==> src/hmio_consts.vh <==
/*
 parameter addresses, factory values, codes and state encodings for the
 homing and local pin configuration block. included by both design files.
*/
`ifndef HMIO_CONSTS_VH
`define HMIO_CONSTS_VH
`define HMIO_ADR_ENMODE 16'h050C
`define HMIO_ADR_PIN1 16'h0722
`define HMIO_ADR_PIN2 16'h0724
`define HMIO_ADR_PIN3 16'h0726
`define HMIO_ADR_DOUT 16'h0822
`define HMIO_ADR_PRESET 16'h1B2C
`define HMIO_ADR_SRCH_SPD 16'h2808
`define HMIO_ADR_LEAVE_SPD 16'h280A
`define HMIO_ADR_PT_DIST 16'h280C
`define HMIO_ADR_HOME_POS 16'h2816
`define HMIO_ADR_OT_DIST 16'h281A
`define HMIO_RST_SRCH_SPD 16'h003C
`define HMIO_RST_LEAVE_SPD 16'h0006
`define HMIO_RST_PIN_FUNC 16'h0001
`define HMIO_SPD_MIN 16'h0001
`define HMIO_SPD_MAX 16'h0BB8
`define HMIO_ENMODE_EDGE 16'h0000
`define HMIO_ENMODE_LEVEL 16'h0001
`define HMIO_ENMODE_AUTO 16'h0002
`define HMIO_F_FREE 16'h0001
`define HMIO_F_FRST 16'h0002
`define HMIO_F_EN 16'h0003
`define HMIO_F_HALT 16'h0004
`define HMIO_F_JOGP 16'h0009
`define HMIO_F_JOGN 16'h000A
`define HMIO_F_JOGFS 16'h000B
`define HMIO_F_REF 16'h0014
`define HMIO_F_POS_END 16'h0015
`define HMIO_F_NEG_END 16'h0016
`define HMIO_F_OFREE 16'h0065
`define HMIO_F_ONOFLT 16'h0066
`define HMIO_F_ORDY 16'h0067
`define HMIO_METHOD_PRESET 8'h23
`define HMIO_ST_IDLE 3'h0
`define HMIO_ST_SEEK 3'h1
`define HMIO_ST_POINT 3'h2
`define HMIO_ST_RETURN 3'h3
`define HMIO_ST_DONE 3'h4
`define HMIO_ST_FAIL 3'h5
`endif

==> src/hmio_pin.v <==
/*
 one local i/o pin: decodes its latched function code into input roles
 and output drive. assumes the pin input is already synchronised.
*/
`timescale 1ns/1ps
`default_nettype none
`include "hmio_consts.vh"
module hmio_pin (
  input wire clk_i,
  input wire rst_n_i,
  input wire [15:0] func_i,
  input wire pin_in_i,
  input wire dout_bit_i,
  input wire no_fault_i,
  input wire ready_i,
  output reg pin_o,
  output reg pin_oe_o,
  output reg [8:0] role_o
);
  // role bits: frst en halt jogp jogn jogfs ref pos_end neg_end
  always @(posedge clk_i) begin
    if (!rst_n_i) begin
      pin_o <= 1'b0;
      pin_oe_o <= 1'b0;
      role_o <= 9'h000;
    end else begin
      pin_oe_o <= (func_i == `HMIO_F_OFREE) || (func_i == `HMIO_F_ONOFLT) ||
                  (func_i == `HMIO_F_ORDY);
      pin_o <= (func_i == `HMIO_F_OFREE) ? dout_bit_i :
               (func_i == `HMIO_F_ONOFLT) ? no_fault_i :
               (func_i == `HMIO_F_ORDY) ? ready_i : 1'b0;
      role_o <= {func_i == `HMIO_F_FRST, func_i == `HMIO_F_EN, func_i == `HMIO_F_HALT,
                 func_i == `HMIO_F_JOGP, func_i == `HMIO_F_JOGN, func_i == `HMIO_F_JOGFS,
                 func_i == `HMIO_F_REF, func_i == `HMIO_F_POS_END,
                 func_i == `HMIO_F_NEG_END} & {9{pin_in_i}};
    end
  end
endmodule // hmio_pin
`default_nettype wire

==> src/hmio_top.v <==
/*
 homing parameter set, homing sequencer and local pin configuration.
 parameters arrive as single-cycle writes/reads at their fieldbus address
 from the fieldbus engine on the same clock; motion and position come from
 the motion core on the same clock, as do the switch events; pins are asynchronous.
*/
// How it works
// the switch search speed (1..3000, default 60) is the seek target, capped by the ceiling.
// the leave speed (default 6) is the target when moving off a switch, capped likewise.
// homing speeds and distances are snapshotted when a movement starts.
// a nonzero switching point distance aborts homing with an error when exceeded; 0 disables.
// on homing success the home position value is loaded as actual position.
// method 35 sets position to the preset value, and preset writes act at once; the code loads them only with method 35 selected and home_busy_o high in idle.
// a nonzero overtravel distance cancels homing if the switch does not return in time.
// enable mode 0 needs a rising enable edge, 1 an enable level, 2 enables automatically.
// a new enable mode is used only from the next power stage enabling.
// each direct output bit drives one digital output, bit 0 the first.
// pin selectors accept input codes 1,2,3,4,9,10,11,20.
// fault reset and enable pin functions act only in local control mode.
// only pin 1 takes code 21 and only pin 2 takes code 22.
// codes 101,102,103 make a pin an output.
// selector writes are accepted only while the power stage is disabled.
// a new pin function takes effect only after the next power-on.
// writes outside a parameter's range or code list are rejected, value kept.
`timescale 1ns/1ps
`default_nettype none
`include "hmio_consts.vh"
module hmio_top #(
  parameter NUM_DOUT = 3,
  parameter NUM_PIN = 3
) (
  input wire clk_i,
  input wire rst_n_i,
  input wire poweron_i,
  input wire wr_i,
  input wire rd_i,
  input wire [15:0] addr_i,
  input wire [31:0] wdata_i,
  output reg [31:0] rdata_o,
  output reg ack_o,
  output reg err_o,
  input wire [15:0] velocity_ceiling_i,
  input wire local_mode_i,
  input wire no_fault_i,
  input wire ready_i,
  input wire home_start_i,
  input wire [7:0] home_method_i,
  input wire switch_seen_i,
  input wire switch_point_i,
  input wire switch_lost_i,
  input wire [31:0] travel_i,
  input wire disable_req_i,
  input wire [NUM_PIN-1:0] pin_i,
  output reg [NUM_PIN-1:0] pin_o,
  output reg [NUM_PIN-1:0] pin_oe_o,
  output reg [NUM_DOUT-1:0] dout_o,
  output reg stage_en_o,
  output reg [15:0] target_speed_o,
  output reg pos_load_o,
  output reg [31:0] pos_value_o,
  output reg home_busy_o,
  output reg home_err_o,
  output reg fault_reset_o,
  output reg halt_o,
  output reg [2:0] jog_o,
  output reg ref_switch_o,
  output reg positive_end_switch_o,
  output reg negative_end_switch_o
);
  reg [15:0] poweron_stage_enable_mode;
  reg [15:0] pin_func [0:NUM_PIN-1];
  reg [15:0] pin_live [0:NUM_PIN-1];
  reg [15:0] direct_output_bits;
  reg [31:0] preset_position_value;
  reg [15:0] switch_search_speed;
  reg [15:0] switch_leave_speed;
  reg [31:0] switch_point_max_dist;
  reg [31:0] home_position_value;
  reg [31:0] overtravel_search_dist;
  reg [15:0] snap_srch;
  reg [15:0] snap_leave;
  reg [31:0] snap_pt;
  reg [31:0] snap_ot;
  reg [31:0] snap_home;
  reg [15:0] en_mode_live;
  reg [2:0] state;
  reg [NUM_PIN-1:0] pin_s1;
  reg [NUM_PIN-1:0] pin_s2;
  reg en_prev;
  reg [15:0] next_rd16;
  reg [31:0] next_rd;
  wire [8:0] role [0:NUM_PIN-1];
  reg [8:0] role_any;
  wire [NUM_PIN-1:0] pin_en_w;
  wire [NUM_PIN-1:0] pin_drv_w;
  wire [1:0] sel_idx;
  integer kw;
  integer kl;
  integer kr;

  // selector index from the address; only read for selector addresses
  assign sel_idx = (addr_i == `HMIO_ADR_PIN1) ? 2'h0 :
                   (addr_i == `HMIO_ADR_PIN2) ? 2'h1 : 2'h2;

  // pin synchronisers, first stage read only by the second
  always @(posedge clk_i) begin
    if (!rst_n_i) begin
      pin_s1 <= {NUM_PIN{1'b0}};
      pin_s2 <= {NUM_PIN{1'b0}};
    end else begin
      pin_s1 <= pin_i;
      pin_s2 <= pin_s1;
    end
  end

  // selector code check, per pin because limit codes are pin-specific
  function func_ok;
    input [15:0] v;
    input [1:0] idx;
    begin
      func_ok = (v == `HMIO_F_FREE) || (v == `HMIO_F_FRST) || (v == `HMIO_F_EN) ||
                (v == `HMIO_F_HALT) || (v == `HMIO_F_JOGP) || (v == `HMIO_F_JOGN) ||
                (v == `HMIO_F_JOGFS) || (v == `HMIO_F_REF) ||
                (v == `HMIO_F_OFREE) || (v == `HMIO_F_ONOFLT) ||
                (v == `HMIO_F_ORDY) || // see R11 //
                ((idx == 2'h0) && (v == `HMIO_F_POS_END)) ||
                ((idx == 2'h1) && (v == `HMIO_F_NEG_END));
    end
  endfunction

  function spd_ok;
    input [31:0] v;
    begin
      spd_ok = (v[31:16] == 16'h0000) && (v[15:0] >= `HMIO_SPD_MIN) &&
               (v[15:0] <= `HMIO_SPD_MAX);
    end
  endfunction

  // read mux
  always @* begin
    next_rd16 = 16'h0000;
    next_rd = 32'h0000_0000;
    case (addr_i)
      `HMIO_ADR_ENMODE: next_rd16 = poweron_stage_enable_mode;
      `HMIO_ADR_PIN1: next_rd16 = pin_func[0];
      `HMIO_ADR_PIN2: next_rd16 = pin_func[1];
      `HMIO_ADR_PIN3: next_rd16 = pin_func[2];
      `HMIO_ADR_DOUT: next_rd16 = direct_output_bits;
      `HMIO_ADR_SRCH_SPD: next_rd16 = switch_search_speed;
      `HMIO_ADR_LEAVE_SPD: next_rd16 = switch_leave_speed;
      `HMIO_ADR_PRESET: next_rd = preset_position_value;
      `HMIO_ADR_PT_DIST: next_rd = switch_point_max_dist;
      `HMIO_ADR_HOME_POS: next_rd = home_position_value;
      `HMIO_ADR_OT_DIST: next_rd = overtravel_search_dist;
      default: next_rd = 32'h0000_0000;
    endcase
    if (next_rd16 != 16'h0000) begin
      next_rd = {16'h0000, next_rd16};
    end
  end

  // parameter writes with range checks; ack on every access, err on rejection
  always @(posedge clk_i) begin
    if (!rst_n_i) begin
      poweron_stage_enable_mode <= `HMIO_ENMODE_EDGE;
      for (kw = 0; kw < NUM_PIN; kw = kw + 1) begin
        pin_func[kw] <= `HMIO_RST_PIN_FUNC;
      end
      direct_output_bits <= 16'h0000;
      preset_position_value <= 32'h0000_0000;
      switch_search_speed <= `HMIO_RST_SRCH_SPD;
      switch_leave_speed <= `HMIO_RST_LEAVE_SPD;
      switch_point_max_dist <= 32'h0000_0000;
      home_position_value <= 32'h0000_0000;
      overtravel_search_dist <= 32'h0000_0000;
      ack_o <= 1'b0;
      err_o <= 1'b0;
      rdata_o <= 32'h0000_0000;
    end else begin
      ack_o <= wr_i | rd_i;
      err_o <= 1'b0;
      if (rd_i) begin
        rdata_o <= next_rd;
      end
      if (wr_i) begin
        case (addr_i)
          `HMIO_ADR_ENMODE:
            if (wdata_i <= {16'h0000, `HMIO_ENMODE_AUTO}) poweron_stage_enable_mode <= wdata_i[15:0];
            else err_o <= 1'b1;
          `HMIO_ADR_PIN1, `HMIO_ADR_PIN2, `HMIO_ADR_PIN3: begin
            if (!stage_en_o && wdata_i[31:16] == 16'h0000 && func_ok(wdata_i[15:0], sel_idx))
              pin_func[sel_idx] <= wdata_i[15:0]; // see R15 //
            else err_o <= 1'b1;
          end
          `HMIO_ADR_DOUT: direct_output_bits <= wdata_i[15:0];
          `HMIO_ADR_PRESET: preset_position_value <= wdata_i;
          `HMIO_ADR_SRCH_SPD:
            if (spd_ok(wdata_i)) switch_search_speed <= wdata_i[15:0];
            else err_o <= 1'b1;
          `HMIO_ADR_LEAVE_SPD:
            if (spd_ok(wdata_i)) switch_leave_speed <= wdata_i[15:0];
            else err_o <= 1'b1;
          `HMIO_ADR_PT_DIST:
            if (!wdata_i[31]) switch_point_max_dist <= wdata_i;
            else err_o <= 1'b1;
          `HMIO_ADR_HOME_POS: home_position_value <= wdata_i;
          `HMIO_ADR_OT_DIST:
            if (!wdata_i[31]) overtravel_search_dist <= wdata_i;
            else err_o <= 1'b1;
          default: err_o <= 1'b1;
        endcase
      end
    end
  end

  // live pin functions copied only on the power-on pulse
  always @(posedge clk_i) begin
    if (!rst_n_i) begin
      for (kl = 0; kl < NUM_PIN; kl = kl + 1) begin
        pin_live[kl] <= `HMIO_RST_PIN_FUNC;
      end
    end else if (poweron_i) begin
      for (kl = 0; kl < NUM_PIN; kl = kl + 1) begin
        pin_live[kl] <= pin_func[kl];
      end
    end
  end

  genvar g;
  generate
    for (g = 0; g < NUM_PIN; g = g + 1) begin : g_pin
      hmio_pin hmio_pin_i (
        .clk_i(clk_i),
        .rst_n_i(rst_n_i),
        .func_i(pin_live[g]),
        .pin_in_i(pin_s2[g]),
        .dout_bit_i(direct_output_bits[g]),
        .no_fault_i(no_fault_i),
        .ready_i(ready_i),
        .pin_o(pin_drv_w[g]),
        .pin_oe_o(pin_en_w[g]),
        .role_o(role[g])
      );
    end
  endgenerate

  // merge pin roles; any pin may carry any input function but the limit codes 21 and 22
  always @* begin
    role_any = 9'h000;
    for (kr = 0; kr < NUM_PIN; kr = kr + 1) begin
      role_any = role_any | role[kr];
    end
  end

  // local role outputs and direct outputs
  always @(posedge clk_i) begin
    if (!rst_n_i) begin
      fault_reset_o <= 1'b0;
      halt_o <= 1'b0;
      jog_o <= 3'h0;
      ref_switch_o <= 1'b0;
      positive_end_switch_o <= 1'b0;
      negative_end_switch_o <= 1'b0;
      dout_o <= {NUM_DOUT{1'b0}};
      pin_o <= {NUM_PIN{1'b0}};
      pin_oe_o <= {NUM_PIN{1'b0}};
    end else begin
      fault_reset_o <= role_any[8] & local_mode_i;
      halt_o <= role_any[6];
      jog_o <= role_any[5:3];
      ref_switch_o <= role_any[2];
      positive_end_switch_o <= role_any[1];
      negative_end_switch_o <= role_any[0];
      dout_o <= direct_output_bits[NUM_DOUT-1:0];
      pin_oe_o <= pin_en_w;
      pin_o <= pin_drv_w;
    end
  end

  // power stage enable; mode latched at each disable request
  always @(posedge clk_i) begin
    if (!rst_n_i) begin
      stage_en_o <= 1'b0;
      en_prev <= 1'b0;
      en_mode_live <= `HMIO_ENMODE_EDGE;
    end else begin
      en_prev <= role_any[7] & local_mode_i;
      if (disable_req_i) begin
        stage_en_o <= 1'b0;
        en_mode_live <= poweron_stage_enable_mode;
      end else if (!stage_en_o) begin
        case (en_mode_live)
          `HMIO_ENMODE_EDGE: stage_en_o <= role_any[7] & local_mode_i & ~en_prev;
          `HMIO_ENMODE_LEVEL: stage_en_o <= role_any[7] & local_mode_i;
          `HMIO_ENMODE_AUTO: stage_en_o <= 1'b1;
          default: stage_en_o <= 1'b0;
        endcase
      end
    end
  end

  // homing sequencer: seek, find point, return on overtravel
  always @(posedge clk_i) begin
    if (!rst_n_i) begin
      state <= `HMIO_ST_IDLE;
      snap_srch <= `HMIO_RST_SRCH_SPD;
      snap_leave <= `HMIO_RST_LEAVE_SPD;
      snap_pt <= 32'h0000_0000;
      snap_ot <= 32'h0000_0000;
      snap_home <= 32'h0000_0000;
      target_speed_o <= 16'h0000;
      pos_load_o <= 1'b0;
      pos_value_o <= 32'h0000_0000;
      home_busy_o <= 1'b0;
      home_err_o <= 1'b0;
    end else begin
      pos_load_o <= 1'b0;
      if (wr_i && addr_i == `HMIO_ADR_PRESET && home_method_i == `HMIO_METHOD_PRESET &&
          state == `HMIO_ST_IDLE && home_busy_o) begin
        pos_load_o <= 1'b1;
        pos_value_o <= wdata_i;
      end
      case (state)
        `HMIO_ST_IDLE: begin
          target_speed_o <= 16'h0000;
          if (home_start_i && home_method_i == `HMIO_METHOD_PRESET) begin
            pos_load_o <= 1'b1;
            pos_value_o <= preset_position_value;
            home_busy_o <= 1'b1;
          end else if (home_start_i) begin
            snap_srch <= switch_search_speed;
            snap_leave <= switch_leave_speed;
            snap_pt <= switch_point_max_dist;
            snap_ot <= overtravel_search_dist;
            snap_home <= home_position_value;
            home_busy_o <= 1'b1;
            home_err_o <= 1'b0;
            state <= `HMIO_ST_SEEK;
          end else begin
            home_busy_o <= 1'b0;
          end
        end
        `HMIO_ST_SEEK: begin
          target_speed_o <= (snap_srch > velocity_ceiling_i) ? velocity_ceiling_i : snap_srch;
          if (switch_lost_i) state <= `HMIO_ST_RETURN;
          else if (switch_seen_i) state <= `HMIO_ST_POINT;
        end
        `HMIO_ST_POINT: begin
          target_speed_o <= (snap_leave > velocity_ceiling_i) ? velocity_ceiling_i : snap_leave;
          if (switch_point_i) state <= `HMIO_ST_DONE;
          else if (snap_pt != 32'h0000_0000 && travel_i > snap_pt) state <= `HMIO_ST_FAIL;
        end
        `HMIO_ST_RETURN: begin
          target_speed_o <= (snap_srch > velocity_ceiling_i) ? velocity_ceiling_i : snap_srch;
          if (switch_seen_i) state <= `HMIO_ST_POINT;
          else if (snap_ot != 32'h0000_0000 && travel_i > snap_ot) state <= `HMIO_ST_FAIL;
        end
        `HMIO_ST_DONE: begin
          pos_load_o <= 1'b1;
          pos_value_o <= snap_home;
          target_speed_o <= 16'h0000;
          state <= `HMIO_ST_IDLE;
        end
        `HMIO_ST_FAIL: begin
          home_err_o <= 1'b1;
          target_speed_o <= 16'h0000;
          state <= `HMIO_ST_IDLE;
        end
        default: state <= `HMIO_ST_IDLE;
      endcase
    end
  end
endmodule // hmio_top
`default_nettype wire

==> config.mk <==
export PLATFORM = sky130hd
export DESIGN_NAME = hmio_top
export DESIGN_NICKNAME = d
export VERILOG_FILES = /design/src/hmio_pin.v /design/src/hmio_top.v
export VERILOG_INCLUDE_DIRS = /design/src
export SDC_FILE = /design/constraint.sdc
export NUM_CORES = 1
export LEC_CHECK = 0
export ABC_AREA = 1
export BUFFER_PORTS_ARGS = -buffer_cell sky130_fd_sc_hd__buf_2
export CORE_MARGIN = 2
export CORE_UTILIZATION = 46
export CTS_BUF_LIST = sky130_fd_sc_hd__clkbuf_8
export DETAILED_ROUTE_END_ITERATION = 7
export PLACE_DENSITY = 0.72
export SYNTH_ARGS = -nofsm -noshare
export SYNTH_HDL_FRONTEND = slang
export SYNTH_SLANG_ARGS = --single-unit
==> constraint.sdc <==
create_clock -name clk_i -period 2.7 [get_ports clk_i]
set_input_delay 0.27 -clock clk_i [delete_from_list [all_inputs] [get_ports clk_i]]
set_output_delay 0.27 -clock clk_i [all_outputs]
set_load 0.02 [all_outputs]
==> run summary <==
Clock Path Buffers - 3
WHS Endpoint - target_speed_o[15]$_SDFFE_PN0P_
Ys flop type - dfxtp_1
Flop2flop setup slack - 0.13 ns
Reg clk slew, reported paths - 0.06 ns
FILL cells - 5,162
Routed len/inst - 18.3 um
Root buf cell - clkbuf_8
Unique masters post-synth - 51
CTS H-tree depth - 3
Skew final - 0.0563 ns
CP bufs+invs - 2
Peak supply drop - 0.330 mV
Critical Path Start Type - register
Largest net degree at the start of global routing - 138
Initial antenna violation count - 4
Vias in the first global route - 21,947
Area delta synth->final - 17.2%
Die ar. - 58,100 um^2
CTS Buf Count - 93
First-pass GRT wire length - 124,000 um
Crit path cell chain - inv_1, ha_1, nand4_1, nor3_1, nand3_1, nor2_1, nor2_1, nand2_1, nand2_1, nand4_1, dlygate4sd3_1, nand2_1, nor2_1
Slew HR - 0.284
Pwr Density - 733 nW/um^2
Critical path's top delay family - simple AND/OR/NAND/NOR gates
Critical path's largest stage delay - 0.57 ns
Pins over their slew limit - 0
Number of max-cap violations - 0
EDFF count, synth - 96
Final Cycle Share - 0.952
GRT Resource Usage Total - 0.276
FF+latch area - 12,500 um^2
Worst path slowest cell - dlygate4sd3_1
Die height - 241 um
RSZ-0062 raised after global routing - no
Clock sink count - 574
Antenna-violating nets left - 0
Least-Margin Pin Slew - 1.07 ns
Leak - 0.0132 uW
Postcts setup bufs - 0
Fin crit period - 2.57 ns
GPL Wtd Cong - 0.963
Worst min-delay path class - in2reg
Grt total ovfl - 0
Layout cells sized above 1 - 0.127
Min-delay src - velocity_ceiling_i[15]
R2r startpoint - snap_ot[11]$_SDFFE_PN0P_
Worst Hold Depth - 7
DP HPWL - 57,800 um
Req. time, crit path - 3.33 ns
Core area - 55,300 um^2
Router iterations before antenna repair - 6
Routed via count - 23,983
Fin Setup TNS - 0 ns
Width of the die - 241 um
IO buf count - 222
Reg2reg end - state[0]$_SDFFE_PN0P_
Fin. Hold Viols - 0
TritonCTS clock tree - done
Mean Syn Cell Area - 7.77 um^2
CP max FO - 3
Post-route DRC - 0
Worst Path Arrival - 3.20 ns
Ys Warns - 0
CP Capture Type - register
Worst Setup Path Type - reg2reg
Final layout net count - 3,815
Largest cells by area after synthesis - dfxtp_1, edfxtp_1, o21ai_0
Final wirelength - 80,900 um
R2R cell count - 13
Number of vias per cell - 5.42
Initial drt markers - 2,514
I/O Pins - 223
Final setup viols - 0
Post-layout util - 0.547
Number of synthesized register bits - 574
Area of the multi-input gates - 11,100 um^2
Status - completed
Initial cell density of the core - 0.467
Seq/Total Area, Yosys - 0.482
Clock Latency Late Sink - 0.73 ns
FFs w/ async S/R, synth - 0
Post-synth top area share - 0.370
Synth Cell Area - 25,800 um^2
Critical path depth - 13
Hold slack final - 0.0334 ns
Num rows - 86
F_max - 389 MHz
Post-synth top area cell - dfxtp_1
Gate Count Post-Synth - 3,325
metal layers:
metal	up-vias	share of wire	global-route usage
li1	11663	-	-
met1	11088	0.45	0.400
met2	1108	0.43	0.412
met3	124	0.099	0.0578
met4	0	0.023	0.0825
met5	-	0	0
registers in the layout, indices dropped and copies added (netlist names), 31 cells and up:
signal                  flops
snap_ot                    31
snap_pt                    31
snap_home                  32
home_position_value        32
pin_live                   48
rdata_o                    32
preset_position_value      32
switch_point_max_dist      31
overtravel_search_dist     31
pin_func                   48
pos_value_o                32
cell usage after synthesis (5+ instances only):
cell type    n
nand2_4      6
edfxtp_1    96
clkbuf_1   135
inv_2       10
nor3_1      44
o31ai_1     27
buf_1        7
nor2_2       6
nand3_1    197
o21ai_0    430
inv_1      445
nand4_1     30
o22ai_1     32
a21oi_1    342
ha_1        94
o21a_1       5
o21ai_1     10
nor4_1      31
nor2_1     323
dfxtp_1    478
buf_2       24
buf_4        5
nand2_1    443
a211oi_1    39
o211ai_1    16
stage by stage:
| stage | total power (uW) | instance area, um^2 | instances | setup slack (ns) |
|---|---|---|---|---|
| finish | 22200 | 30300 | 4425 | 0.129 |
| global placement | 14400 | 27900 | 4210 | 0.173 |
| detailed placement | 14500 | 27900 | 4210 | 0.130 |
| global route | 23400 | 30300 | 4425 | 0.0108 |
| CTS | 22200 | 30300 | 4422 | 0.123 |
| floorplan | 13100 | 25900 | 3351 | 0.400 |
power by group:
group          switching (uW)  leakage [uW]  total [uW]  internal [uW]
clock network            3550       0.00111        7690           4140
registers                 370       0.00487        9900           9530
logic                    3080       0.00723        4600           1510
total                    7000        0.0132       22200          15200
logic make-up (layout without fill, tap and decap cells):
logic type | after synthesis | count (layout) | share of synthesized area
simple gates | 1108 | 1108 | 0.188
compound gates | 915 | 915 | 0.189
fa+ha+maj | 94 | 94 | 0.0455
flops | 574 | 574 | 0.482
buf+inv | 633 | 956 | 0.0949
other cells | 1 | 30 | 0.000145
timing repair:
action | in CTS | in global routing
resized for setup | 0 | 5
endpoints found under the hold margin | 151 | 0
endpoints found under the setup margin | 0 | 1
hold buffers | 44 | 0
cell type report:
cell class,count,share of cell area
sequential,574,0.411
multi-input combinational,2144,0.365
timing repair buffer,329,0.0725
inverter,459,0.0571
clock buffer,115,0.0523
tap,748,0.0309
clock inverter,53,0.0107
antenna,3,0.000248
how the worst max path moves through the flow:
stage	startpoint	end	slack [ns]
2_1_floorplan	addr_i[0]	pin_func[0][0]$_SDFFCE_PN1P_	0.40
3_3_place_gp	wdata_i[16]	pin_func[2][10]$_SDFFCE_PN0P_	0.17
3_5_place_dp	wdata_i[16]	pin_func[2][7]$_SDFFCE_PN0P_	0.13
4_1_cts	state[2]$_SDFFE_PN0P_	state[0]$_SDFFE_PN0P_	0.12
5_1_grt	snap_ot[11]$_SDFFE_PN0P_	state[0]$_SDFFE_PN0P_	0.01
6_report	snap_ot[11]$_SDFFE_PN0P_	state[0]$_SDFFE_PN0P_	0.13
layout by cell type, fill, tap and decap left out, drive strengths merged, types with 5 or more instances in the layout:
cell	netlist	final
nand3	201	201
nand4	31	31
nand2	452	452
clkinv	4	14
dlygate4sd3	0	44
edfxtp	96	96
ha	94	94
o22ai	32	32
nor4	34	34
nor2	334	334
o31ai	27	27
o21a	5	5
a21oi	342	342
buf	39	284
a211oi	39	39
o211ai	17	17
clkbuf	135	116
nor3	45	45
dfxtp	478	478
conb	1	27
inv	455	494
o21ai	440	440
worst reg2reg max path, delay by kind of cell, from the launching register on:
family | cells | cell delay (ns)
adders and majority gates | 1 | 0.31
buffers and inverters | 2 | 0.63
DFF | 1 | 0.33
and+or+nand+nor | 10 | 1.21
No activity file was read; power rests on OpenSTA's default activity.
